**config.mk**
```make
export PLATFORM = sky130hd
export DESIGN_NAME = bdc_chain
export DESIGN_NICKNAME = d
export VERILOG_FILES = /design/src/logic/bdc_pkg.sv /design/src/logic/bdc_chain.sv
export SDC_FILE = /design/constraint.sdc
export NUM_CORES = 1
export LEC_CHECK = 0
export BUFFER_PORTS_ARGS = -buffer_cell sky130_fd_sc_hd__buf_2
export CAP_MARGIN = 20
export CELL_PAD_IN_SITES_DETAIL_PLACEMENT = 1
export CELL_PAD_IN_SITES_GLOBAL_PLACEMENT = 2
export CORE_ASPECT_RATIO = 1.4
export CORE_UTILIZATION = 32
export DETAILED_ROUTE_END_ITERATION = 6
export PLACE_DENSITY = 0.85
export SYNTH_ARGS = -nofsm -noshare
export SYNTH_HDL_FRONTEND = slang
export SYNTH_SLANG_ARGS = --single-unit
```
**constraint.sdc**
```tcl
create_clock -name clock_i -period 3.15 [get_ports clock_i]
set_input_delay 0.315 -clock clock_i [delete_from_list [all_inputs] [get_ports clock_i]]
set_output_delay 0.315 -clock clock_i [all_outputs]
set_load 0.02 [all_outputs]
```
**src/logic/bdc_pkg.sv**
```systemverilog
/*
 Constants shared by the buffer descriptor chain handler: descriptor
 word offsets, field positions, register offsets and widths.
 Assumes 32-bit descriptor memory and a 32-bit AXI4-Lite bus.
*/
package bdc_pkg;
   // ****************************************
   // Descriptor layout
   // ****************************************
   localparam int DESC_BYTES = 32;
   localparam logic [31:0] OFS_W3 = 32'h0000000c;
   localparam logic [31:0] WORD_STEP = 32'h00000004;
   localparam int RD_WORDS = 5;
   localparam int WB_WORDS = 3;
   localparam int LEN_W = 22;
   localparam int RSV_LSB = 22;
   localparam logic [2:0] K_W3 = 3'h0;
   localparam logic [2:0] K_W4 = 3'h1;
   localparam logic [2:0] K_W5 = 3'h2;
   localparam logic [2:0] K_W6 = 3'h3;
   localparam logic [2:0] K_W7 = 3'h4;
   // ****************************************
   // Register map
   // ****************************************
   localparam logic [7:0] REG_CTRL = 8'h00;
   localparam logic [7:0] REG_HEAD = 8'h04;
   localparam logic [7:0] REG_STAT = 8'h08;
   localparam logic [7:0] REG_BYTES = 8'h0c;
   localparam logic [7:0] REG_DESCS = 8'h10;
   localparam int CTRL_TX = 0;
   localparam int CTRL_RX = 1;
   localparam logic [1:0] RESP_OK = 2'h0;
   localparam logic [1:0] RESP_ERR = 2'h2;
   // ****************************************
   // Engine states
   // ****************************************
   typedef enum logic [4:0] {
      S_IDLE = 5'h01,
      S_DESC = 5'h02,
      S_MOVE = 5'h04,
      S_WBACK = 5'h08,
      S_DROP = 5'h10
   } bdc_state_t;
endpackage

```
**src/logic/bdc_chain.sv**
```systemverilog
/*
 Buffer descriptor chain engine: walks linked buffer descriptors in
 shared memory, streams buffer bytes out (transmit) or fills buffers
 from a byte stream and writes descriptor words back (receive).
 Assumes a memory port that answers each held request with a one-cycle
 ack, and an AXI4-Lite master for the control registers.
*/
// How it works
// Receive writes byte count into length field
// Length counts bytes from pointer, not before
// Upper ten bits of word three kept
// Word four gives the transmit buffer address
// Receive writes buffer address into word four
// Receive rewrites the link word
// Zero link ends the packet chain
// Word six length read, never written
// Word seven pointer read, never written
// Pool index bits ignored by hardware
// Reference count bits ignored by hardware
// Chain of descriptors forms one packet
// Descriptors are 32 bytes, word aligned
// Receive stops at original buffer length
`timescale 1ns/1ps
module bdc_chain
   import bdc_pkg::*;
(
   input wire logic clock_i,
   input wire logic sys_rst_i,
   input wire logic [7:0] s_axi_awaddr_i,
   input wire logic s_axi_awvalid_i,
   output logic s_axi_awready_o,
   input wire logic [31:0] s_axi_wdata_i,
   input wire logic [3:0] s_axi_wstrb_i,
   input wire logic s_axi_wvalid_i,
   output logic s_axi_wready_o,
   output logic [1:0] s_axi_bresp_o,
   output logic s_axi_bvalid_o,
   input wire logic s_axi_bready_i,
   input wire logic [7:0] s_axi_araddr_i,
   input wire logic s_axi_arvalid_i,
   output logic s_axi_arready_o,
   output logic [31:0] s_axi_rdata_o,
   output logic [1:0] s_axi_rresp_o,
   output logic s_axi_rvalid_o,
   input wire logic s_axi_rready_i,
   output logic mem_req_o,
   output logic mem_we_o,
   output logic [31:0] mem_addr_o,
   output logic [31:0] mem_wdata_o,
   output logic [3:0] mem_be_o,
   input wire logic mem_ack_i,
   input wire logic [31:0] mem_rdata_i,
   output logic tx_valid_o,
   output logic [7:0] tx_data_o,
   output logic tx_last_o,
   input wire logic tx_ready_i,
   input wire logic rx_valid_i,
   input wire logic [7:0] rx_data_i,
   input wire logic rx_last_i,
   output logic rx_ready_o
);
   import bdc_pkg::*;
   // ****************************************
   // Register bus
   // ****************************************
   logic [7:0] waddr_reg;
   logic [31:0] wdata_reg;
   logic [3:0] wstrb_reg;
   logic [31:0] head_reg;
   logic done_reg, ovf_reg, aln_reg, rx_mode_reg;
   logic [31:0] bytes_reg, descs_reg;
   bdc_state_t state_reg;
   wire aw_hs = s_axi_awvalid_i & s_axi_awready_o;
   wire w_hs = s_axi_wvalid_i & s_axi_wready_o;
   wire commit = ~s_axi_awready_o & ~s_axi_wready_o & ~s_axi_bvalid_o;
   wire idle = state_reg == S_IDLE;
   wire ctrl_hit = commit & waddr_reg == REG_CTRL & wstrb_reg[0];
   wire start_tx = ctrl_hit & wdata_reg[CTRL_TX] & idle;
   wire start_rx = ctrl_hit & wdata_reg[CTRL_RX] & idle & ~start_tx;
   wire [31:0] wmask = {{8{wstrb_reg[3]}}, {8{wstrb_reg[2]}},
                        {8{wstrb_reg[1]}}, {8{wstrb_reg[0]}}};
   wire w_known = waddr_reg == REG_CTRL | waddr_reg == REG_HEAD;
   wire [31:0] status = {27'h0, rx_mode_reg, aln_reg, ovf_reg, done_reg,
                         ~idle};
   wire r_known = s_axi_araddr_i <= REG_DESCS & s_axi_araddr_i[1:0] == 2'h0;
   wire [31:0] rd_mux =
      s_axi_araddr_i == REG_HEAD ? head_reg :
      s_axi_araddr_i == REG_STAT ? status :
      s_axi_araddr_i == REG_BYTES ? bytes_reg :
      s_axi_araddr_i == REG_DESCS ? descs_reg : 32'h0;

   always_ff @(posedge clock_i) begin
      if (sys_rst_i) begin
         s_axi_awready_o <= 1'b1;
         s_axi_wready_o <= 1'b1;
         s_axi_bvalid_o <= 1'b0;
         s_axi_bresp_o <= RESP_OK;
         waddr_reg <= 8'h0;
         wdata_reg <= 32'h0;
         wstrb_reg <= 4'h0;
         head_reg <= 32'h0;
      end else begin
         if (aw_hs) begin
            s_axi_awready_o <= 1'b0;
            waddr_reg <= s_axi_awaddr_i;
         end
         if (w_hs) begin
            s_axi_wready_o <= 1'b0;
            wdata_reg <= s_axi_wdata_i;
            wstrb_reg <= s_axi_wstrb_i;
         end
         if (commit) begin
            s_axi_bvalid_o <= 1'b1;
            s_axi_bresp_o <= w_known ? RESP_OK : RESP_ERR;
            if (waddr_reg == REG_HEAD)
               head_reg <= (head_reg & ~wmask) | (wdata_reg & wmask);
         end
         if (s_axi_bvalid_o & s_axi_bready_i) begin
            s_axi_bvalid_o <= 1'b0;
            s_axi_awready_o <= 1'b1;
            s_axi_wready_o <= 1'b1;
         end
      end
   end

   always_ff @(posedge clock_i) begin
      if (sys_rst_i) begin
         s_axi_arready_o <= 1'b1;
         s_axi_rvalid_o <= 1'b0;
         s_axi_rdata_o <= 32'h0;
         s_axi_rresp_o <= RESP_OK;
      end else if (s_axi_arvalid_i & s_axi_arready_o) begin
         s_axi_arready_o <= 1'b0;
         s_axi_rvalid_o <= 1'b1;
         s_axi_rdata_o <= rd_mux;
         s_axi_rresp_o <= r_known ? RESP_OK : RESP_ERR;
      end else if (s_axi_rvalid_o & s_axi_rready_i) begin
         s_axi_rvalid_o <= 1'b0;
         s_axi_arready_o <= 1'b1;
      end
   end
   // ****************************************
   // Chain engine
   // ****************************************
   logic [31:0] desc_reg, ptr_reg, link_reg, optr_reg;
   logic [31:0] w3_reg;
   logic [LEN_W-1:0] olen_reg, cnt_reg;
   logic [2:0] k_reg;
   logic fin_reg, last_reg, drop_reg;
   wire ack = mem_req_o & mem_ack_i;
   wire [31:0] k_ofs = {27'h0, k_reg, 2'h0};
   wire [31:0] word_addr = desc_reg + OFS_W3 + k_ofs;
   wire [LEN_W-1:0] cnt_inc = cnt_reg + 1'b1;
   wire [LEN_W-1:0] tx_len = w3_reg[LEN_W-1:0];
   wire [31:0] ptr_inc = ptr_reg + 32'h1;
   wire [4:0] lane_sh = {ptr_reg[1:0], 3'h0};
   wire [31:0] lane_rd = mem_rdata_i >> lane_sh;
   wire [31:0] lane_wr = {24'h0, rx_data_i} << lane_sh;
   wire [3:0] lane_be = 4'h1 << ptr_reg[1:0];
   wire link_ok = link_reg[1:0] == 2'h0;
   wire rx_take = rx_valid_i & rx_ready_o;
   wire [31:0] wb_word = k_reg == K_W3 ? {w3_reg[31:RSV_LSB], cnt_reg} :
                         k_reg == K_W4 ? optr_reg :
                         fin_reg ? 32'h0 : link_reg;

   always_ff @(posedge clock_i) begin
      if (sys_rst_i) begin
         state_reg <= S_IDLE;
         mem_req_o <= 1'b0;
         mem_we_o <= 1'b0;
         mem_addr_o <= 32'h0;
         mem_wdata_o <= 32'h0;
         mem_be_o <= 4'h0;
         tx_valid_o <= 1'b0;
         tx_data_o <= 8'h0;
         tx_last_o <= 1'b0;
         rx_ready_o <= 1'b0;
         {desc_reg, ptr_reg, link_reg, optr_reg, w3_reg} <= '0;
         {olen_reg, cnt_reg, k_reg} <= '0;
         {fin_reg, last_reg, drop_reg, rx_mode_reg} <= '0;
         {done_reg, ovf_reg, aln_reg} <= '0;
         bytes_reg <= 32'h0;
         descs_reg <= 32'h0;
      end else begin
         if (ack)
            mem_req_o <= 1'b0;
         case (state_reg)
            S_IDLE: begin
               if (start_tx | start_rx) begin
                  rx_mode_reg <= start_rx;
                  {done_reg, ovf_reg, aln_reg} <= 3'h0;
                  bytes_reg <= 32'h0;
                  descs_reg <= 32'h0;
                  if (head_reg[1:0] != 2'h0) begin
                     aln_reg <= 1'b1;
                     done_reg <= 1'b1;
                  end else begin
                     desc_reg <= head_reg;
                     k_reg <= K_W3;
                     state_reg <= S_DESC;
                  end
               end
            end
            S_DESC: begin
               if (!mem_req_o) begin
                  mem_req_o <= 1'b1;
                  mem_we_o <= 1'b0;
                  mem_be_o <= 4'hf;
                  mem_addr_o <= word_addr;
               end else if (ack) begin
                  case (k_reg)
                     K_W3: w3_reg <= mem_rdata_i;
                     K_W4: ptr_reg <= mem_rdata_i;
                     K_W5: link_reg <= mem_rdata_i;
                     // Pool and count bits dropped; see
                     K_W6: olen_reg <= mem_rdata_i[LEN_W-1:0];
                     default: optr_reg <= mem_rdata_i;
                  endcase
                  k_reg <= k_reg + 3'h1;
                  if (k_reg == K_W7) begin
                     descs_reg <= descs_reg + 32'h1;
                     cnt_reg <= '0;
                     fin_reg <= 1'b0;
                     state_reg <= S_MOVE;
                     if (rx_mode_reg) begin
                        ptr_reg <= mem_rdata_i;
                        rx_ready_o <= olen_reg != '0;
                     end
                  end
               end
            end
            S_MOVE: begin
               if (!rx_mode_reg) begin
                  // Transmit: pointer marks first valid byte; see
                  if (cnt_reg == tx_len && !tx_valid_o && !mem_req_o) begin
                     if (link_reg == 32'h0 || !link_ok) begin
                        aln_reg <= !link_ok;
                        done_reg <= 1'b1;
                        state_reg <= S_IDLE;
                     end else begin
                        desc_reg <= link_reg;
                        k_reg <= K_W3;
                        state_reg <= S_DESC;
                     end
                  end else if (!tx_valid_o && !mem_req_o) begin
                     mem_req_o <= 1'b1;
                     mem_we_o <= 1'b0;
                     mem_be_o <= lane_be;
                     mem_addr_o <= {ptr_reg[31:2], 2'h0};
                  end else if (ack) begin
                     tx_valid_o <= 1'b1;
                     tx_data_o <= lane_rd[7:0];
                     tx_last_o <= cnt_inc == tx_len && link_reg == 32'h0;
                  end else if (tx_valid_o && tx_ready_i) begin
                     tx_valid_o <= 1'b0;
                     tx_last_o <= 1'b0;
                     cnt_reg <= cnt_inc;
                     ptr_reg <= ptr_inc;
                     bytes_reg <= bytes_reg + 32'h1;
                  end
               end else if (rx_take) begin
                  rx_ready_o <= 1'b0;
                  last_reg <= rx_last_i;
                  mem_req_o <= 1'b1;
                  mem_we_o <= 1'b1;
                  mem_be_o <= lane_be;
                  mem_addr_o <= {ptr_reg[31:2], 2'h0};
                  mem_wdata_o <= lane_wr;
               end else if (ack || olen_reg == '0) begin
                  if (ack) begin
                     cnt_reg <= cnt_inc;
                     ptr_reg <= ptr_inc;
                     bytes_reg <= bytes_reg + 32'h1;
                  end
                  k_reg <= K_W3;
                  if (ack && last_reg) begin
                     fin_reg <= 1'b1;
                     state_reg <= S_WBACK;
                  end else if (!ack || cnt_inc == olen_reg) begin
                     drop_reg <= link_reg == 32'h0 || !link_ok;
                     ovf_reg <= link_reg == 32'h0;
                     aln_reg <= !link_ok;
                     fin_reg <= link_reg == 32'h0 || !link_ok;
                     state_reg <= S_WBACK;
                  end else
                     rx_ready_o <= 1'b1;
               end
            end
            S_WBACK: begin
               // Only words three to five are written; see
               if (!mem_req_o) begin
                  mem_req_o <= 1'b1;
                  mem_we_o <= 1'b1;
                  mem_be_o <= 4'hf;
                  mem_addr_o <= word_addr;
                  mem_wdata_o <= wb_word;
               end else if (ack) begin
                  k_reg <= k_reg + 3'h1;
                  if (k_reg == K_W5) begin
                     if (drop_reg) begin
                        rx_ready_o <= 1'b1;
                        state_reg <= S_DROP;
                     end else if (fin_reg) begin
                        done_reg <= 1'b1;
                        state_reg <= S_IDLE;
                     end else begin
                        desc_reg <= link_reg;
                        k_reg <= K_W3;
                        state_reg <= S_DESC;
                     end
                  end
               end
            end
            S_DROP: begin
               if (rx_take && rx_last_i) begin
                  rx_ready_o <= 1'b0;
                  drop_reg <= 1'b0;
                  done_reg <= 1'b1;
                  state_reg <= S_IDLE;
               end
            end
            default: state_reg <= S_IDLE;
         endcase
      end
   end

   wire wb_req = state_reg == S_WBACK && mem_req_o;
endmodule

```
# Yosys cells after proc, flatten, opt, wreduce, memory -nomap -nowiden
# Cells that the tools add are included.
[classes] reduce_logical=63 n_shift=3 order_cmp=1 muxes=187 add_sub_neg=7 eq_ne=63 n_bitwise=32
[ops] op="2-to-1 mux 32 bit" n=50
[ops] op="case mux 32 bit (2 select lines)" n=5
[ops] op="2-to-1 mux 22 bit" n=11
[ops] op="adder 32 x 1 -> 32 bit (second input constant)" n=3
[ops] op="case mux 32 bit (3 select lines)" n=1
[ops] op="2-to-1 mux 5 bit" n=16
[ops] op="2-to-1 mux 1 bit" n=69
[ops] op="== test 22 bit" n=3
[ops] op="AND 32 bit" n=2
[ops] op="inequality test 3 bit (second input constant)" n=18
[ops] op="inequality test 2 bit (second input constant)" n=26
[ops] op="case mux 22 bit (2 select lines)" n=1
[ops] op="AND reduction 11 bit" n=4
[ops] op="2-to-1 mux 3 bit" n=14
[ops] op="adder 32 x 4 -> 32 bit (second input constant)" n=1
[ops] op="adder 32 x 5 -> 32 bit" n=1
[ops] op="zero test 32 bit" n=1
[ops] op="inverter 32 bit" n=1
[ops] op="OR 32 bit" n=1
[ops] op="left shift 8 x 5 -> 32 bit" n=1
[ops] op=">> shifter 32 x 5 -> 8 bit" n=1
[ops] op="case mux 5 bit (5 select lines)" n=1
[ops] op="adder 22 x 1 -> 22 bit (second input constant)" n=1
[ops] op="zero test 22 bit" n=1
[ops] op="other kinds (49)" n=123
[word_totals] wordCells=395 input_bits=103 ff_bits=481

# Logic depth before layout (Yosys ltp)
[logic_depth] ltp_word=12 ltp_mapped=14

# Worst setup path after synthesis
# No wires, ideal clock.
[synth_path] path_kind="register -> register" start="register k_reg[1]" end="register mem_addr_o[31]" setup_ns=0.132 n_path_buf=0 arrival_ns=2.899 stages_incl_launch_ff=15 slack_ns=0.119 cell_sequence="dfxtp_1 inv_1 ha_1 inv_1 ha_1 inv_1 fa_1 nor2b_1 o2111ai_1 nor3_1 or3b_2 xor2_1 nand2_1 o211ai_1 a21oi_1"
[synth_between] elab_chain_cells=3
[synth_lines] item="start, declared" line="bdc_chain.sv:148" text="logic [2:0] k_reg;"
[synth_lines] item="start signal, assigned" line="bdc_chain.sv:219" text="k_reg <= k_reg + 3'h1;"
[synth_lines] item="start signal, assigned" line="bdc_chain.sv:298" text="k_reg <= k_reg + 3'h1;"
[synth_lines] item="adder 32 x 5 -> 32 bit" line="bdc_chain.sv:152" text="wire [31:0] word_addr = desc_reg + OFS_W3 + k_ofs;"
[synth_lines] item="2-to-1 mux 32 bit" line="bdc_chain.sv:205, bdc_chain.sv:291"
[synth_lines] item="case mux 32 bit (2 select lines)" line="bdc_chain.sv:187" text="case (state_reg)"
[synth_lines] item="end signal, assigned" line="bdc_chain.sv:209" text="mem_addr_o <= word_addr;"
[synth_lines] item="end signal, assigned" line="bdc_chain.sv:249" text="mem_addr_o <= {ptr_reg[31:2], 2'h0};"
[synth_lines] item="end signal, assigned" line="bdc_chain.sv:295" text="mem_addr_o <= word_addr;"
[synth_lines] item="end, declared" line="bdc_chain.sv:48" text="output logic [31:0] mem_addr_o,"
# No other way between the ends. The select of a mux whose other input is x is not followed.
# A chain may end at the register's enable or synchronous reset.

# Final worst setup path
[layout_path] start="register cnt_reg[16]" end="register state_reg[3]"
[layout_between] elab_chain_cells=5 elab_cells_between_ends=9 cone_classes="add/sub (1); eq/ne (4); reduce/logical (4)"
[layout_lines] item="start, declared" line="bdc_chain.sv:147" text="logic [LEN_W-1:0] olen_reg, cnt_reg;"
[layout_lines] item="start signal, assigned" line="bdc_chain.sv:257" text="cnt_reg <= cnt_inc;"
[layout_lines] item="start signal, assigned" line="bdc_chain.sv:271" text="cnt_reg <= cnt_inc;"
[layout_lines] item="adder 22 x 1 -> 22 bit / == test 22 bit (equally long branches)" line="bdc_chain.sv:153, bdc_chain.sv:235"
[layout_lines] item="== test 22 bit / logical AND 1 bit (equally long branches)" line="bdc_chain.sv:279, bdc_chain.sv:235"
[layout_lines] item="logical OR 1 bit / logical AND 1 bit (equally long branches)" line="bdc_chain.sv:279, bdc_chain.sv:235"
[layout_lines] item="inequality test 4 bit (no line) / inequality test 3 bit (equally long branches)"
[layout_lines] item="AND reduction 13 bit (no line) (*)"
[layout_lines] item="end signal, assigned" line="bdc_chain.sv:278" text="state_reg <= S_WBACK;"
[layout_lines] item="end signal, assigned" line="bdc_chain.sv:284" text="state_reg <= S_WBACK;"
[layout_lines] item="end signal, assigned" line="bdc_chain.sv:302" text="state_reg <= S_DROP;"
[layout_lines] item="end, declared" line="bdc_chain.sv:72" text="bdc_state_t state_reg;"
# Mark *: on every way between the ends. The rest lies on a longest branch, timed or not.

==> impl_metrics.env <==
export IMPL_slowest_delay_ps=490
export IMPL_dp_hpwl_mm=75.0
export IMPL_dp_slack_ps=-27.3
export IMPL_syn_area_mm2=0.0234
export IMPL_final_core_util_pct=39.5
export IMPL_grt_pass1_wl_mm=150
export IMPL_crit_family="simple AND/OR/NAND/NOR gates"
export IMPL_maxCapViolCount=0
export IMPL_combPwrFrac_pct=13.8
export IMPL_cts_buffer_depth=3
export IMPL_antenna_found_initial=6
export IMPL_cp_max_fo=9
export IMPL_coreArea_mm2=0.0726
export IMPL_clk_pin_slew_ps=60
export IMPL_drive_above_1_share_pct=16.9
export IMPL_gp_congestion=0.946
export IMPL_required_ps=3670
export IMPL_crit_arrival_ps=3570
export IMPL_synthArstFlopShare_pct=0
export IMPL_antenna_left=0
export IMPL_grt_pass1_vias=23500
export IMPL_clock_skew_ps=22.2
export IMPL_grt_setup_unrepaired="yes"
export IMPL_grtUsageTotal_pct=26.7
export IMPL_detail_route_wl_per_cell_um=23.9
export IMPL_yosysSeqAreaShare_pct=41.0
export IMPL_drcViolationCount=0
export IMPL_ys_seq_elements=479
export IMPL_sequentialPowerShare_pct=42.8
export IMPL_timing_final_crit_share_pct=97.0
export IMPL_grt_max_degree=140
export IMPL_via_per_inst=5.59
export IMPL_critical_path_class="flip-flop to flip-flop"
export IMPL_p_total_mw=14.9
export IMPL_fin_hold_ws_ps=35.3
export IMPL_cts_made_buffers=53
export IMPL_fin_nets=3372
export IMPL_setup_slack_ps=95.8
export IMPL_wirelength_mm=101
export IMPL_fin_crit_ps=3050
export IMPL_layout_common_cells="nand2_1, dfxtp_1, a21oi_1"
export IMPL_portBuffers=222
export IMPL_fill_cells=8776
export IMPL_die_x_um=231
export IMPL_dp_cells=4096
export IMPL_drtPass1Iterations=7
export IMPL_syn_inst=2978
export IMPL_power_share_switching_pct=28.3
export IMPL_cp_end_kind="flip-flop"
export IMPL_syn_area_per_cell_um2=7.86
export IMPL_crit_buf_inv=1
export IMPL_fin_area_mm2=0.0287
export IMPL_initial_core_util_pct=32.2
export IMPL_cts_tree="built"
export IMPL_fp_row_count=117
export IMPL_final_hold_viol_count=0
export IMPL_cts_max_level=2
export IMPL_grt_overflow=0
export IMPL_dieArea_mm2=0.0743
export IMPL_synth_edf_count=0
export IMPL_synth_cell_types=77
export IMPL_power_frac_clock_pct=43.4
export IMPL_slowest_stage="dfxtp_1"
export IMPL_final_common_cell="nand2_1"
export IMPL_drt_iter0_drc=1594
export IMPL_synthFlopType="dfxtp_1"
export IMPL_num_vias=23700
export IMPL_dieHeight_um=322
export IMPL_cp_start_kind="flip-flop"
export IMPL_slew_violations=0
export IMPL_tns_ps=0
export IMPL_io_pins=225
export IMPL_place_area_mm2=0.0264
export IMPL_power_switching_mw=4.22
export IMPL_tightest_slew_ps=1050
export IMPL_yosys_warnings=0
export IMPL_setup_violations=0
export IMPL_ir_worst_vdd_mv=0.400
export IMPL_p_leak_nw=10.4
export IMPL_fin_cells=4241
export IMPL_fmax_ghz=0.327
export IMPL_status="completed"
export IMPL_min_path_type="primary input to flip-flop"
export IMPL_intPower_mw=10.7
export IMPL_crit_chain="nand3_1 -> or3_1 -> or4_1 -> o21ai_0 -> o211ai_1 -> nor3_4 -> buf_12 -> nor4_2 -> a2111oi_2"
export IMPL_relSlewSlack_pct=29.7
export IMPL_cts_sinks=479
export IMPL_syn_to_final_growth_pct=22.4
export IMPL_clk_latency_ps=630
export IMPL_powerDensity_mw_per_mm2=521
export IMPL_root_buffer="clkbuf_16"
cell usage after synthesis, types with 15 or more instances:
cell type  count  share of area, %
clkbuf_1     197               3.2
xor2_1        78               2.9
xnor2_1       61               2.3
dfxtp_1      479                41
nand4_1       40               1.1
mux2i_1       38               1.6
buf_2         15              0.32
inv_1         39              0.63
nor2_1       302               4.8
or3_1         27              0.72
a31oi_1       38               1.0
a211oi_1     118               3.8
mux2_2        33               1.6
nor3b_1       39               1.3
ha_1          19               1.0
a21oi_1      357               7.6
nor3_1        53               1.1
nand3_1      143               3.1
o211ai_1      34               1.1
a222oi_1      27               1.2
and3_1        23              0.61
nor2b_1       18              0.48
o21ai_0       76               1.6
o22ai_1       16              0.43
nand2_1      498               8.0
nor4_1        35              0.94
cell type report:
class	count	area, um2	area share [%]
timing repair buffer	446	3100	10.8
sequential	479	9590	33.5
clock buffer	78	1550	5.41
clock inverter	16	214	0.746
tap	952	1190	4.16
inverter	39	146	0.511
antenna	1	2.50	0.00873
multi-input combinational	2230	12900	44.9
worst min-delay path, cell delays in order:
cell and delay, ps:
buf_2 170, nand2_1 80, a21oi_1 50
power by group through the flow:
stage / logic, mW / clock network [mW] / registers [mW]
floorplan: 1.05 / 0 / 6.60
global placement: 1.97 / 0 / 6.51
detailed placement: 1.99 / 0 / 6.52
CTS: 2.05 / 6.60 / 6.39
global route: 2.20 / 6.81 / 6.41
finish: 2.06 / 6.48 / 6.39
kinds of logic after synthesis:
family / Yosys count / share of synthesized area (%)
DFF: 479 / 41.0
other: 1 / 0.0160
buffers and inverters: 270 / 4.57
adders and majority gates: 20 / 1.10
AOI/OAI and AO/OA: 739 / 19.4
and+or+nand+nor: 1251 / 24.8
xor gates and xnor gates: 139 / 5.20
muxes: 79 / 3.98
layer usage:
metal  vias to the layer above  part of all wire [%]  track usage, %  wire, um
li1                      11100                     -               -         -
met1                     11700                    39            30.2     39800
met2                       669                    49            46.5     49700
met3                       258                   4.3            3.49      4330
met4                         8                   7.4            18.1      7500
met5                         -                 0.058               0        59
final timing paths:
path	startpoint	endpoint	slack [ps]	cells after the start
worst max-delay path	cnt_reg[16]	state_reg[3]	100	9
worst min-delay path	mem_rdata_i[2]	w3_reg[2]	40	3
worst max register to register	cnt_reg[16]	state_reg[3]	100	9
worst min register to register	waddr_reg[3]	waddr_reg[3]	450	2
what timing repair did:
item | CTS | global route
hold buffers | 49 | 0
pin swaps | 1 | 2
endpoints found under the hold margin | 49 | 0
endpoints found under the setup margin | 2 | 8
resized for setup | 2 | 6
buffers inserted | 0 | 0
No activity file was read; power rests on OpenSTA's default activity.
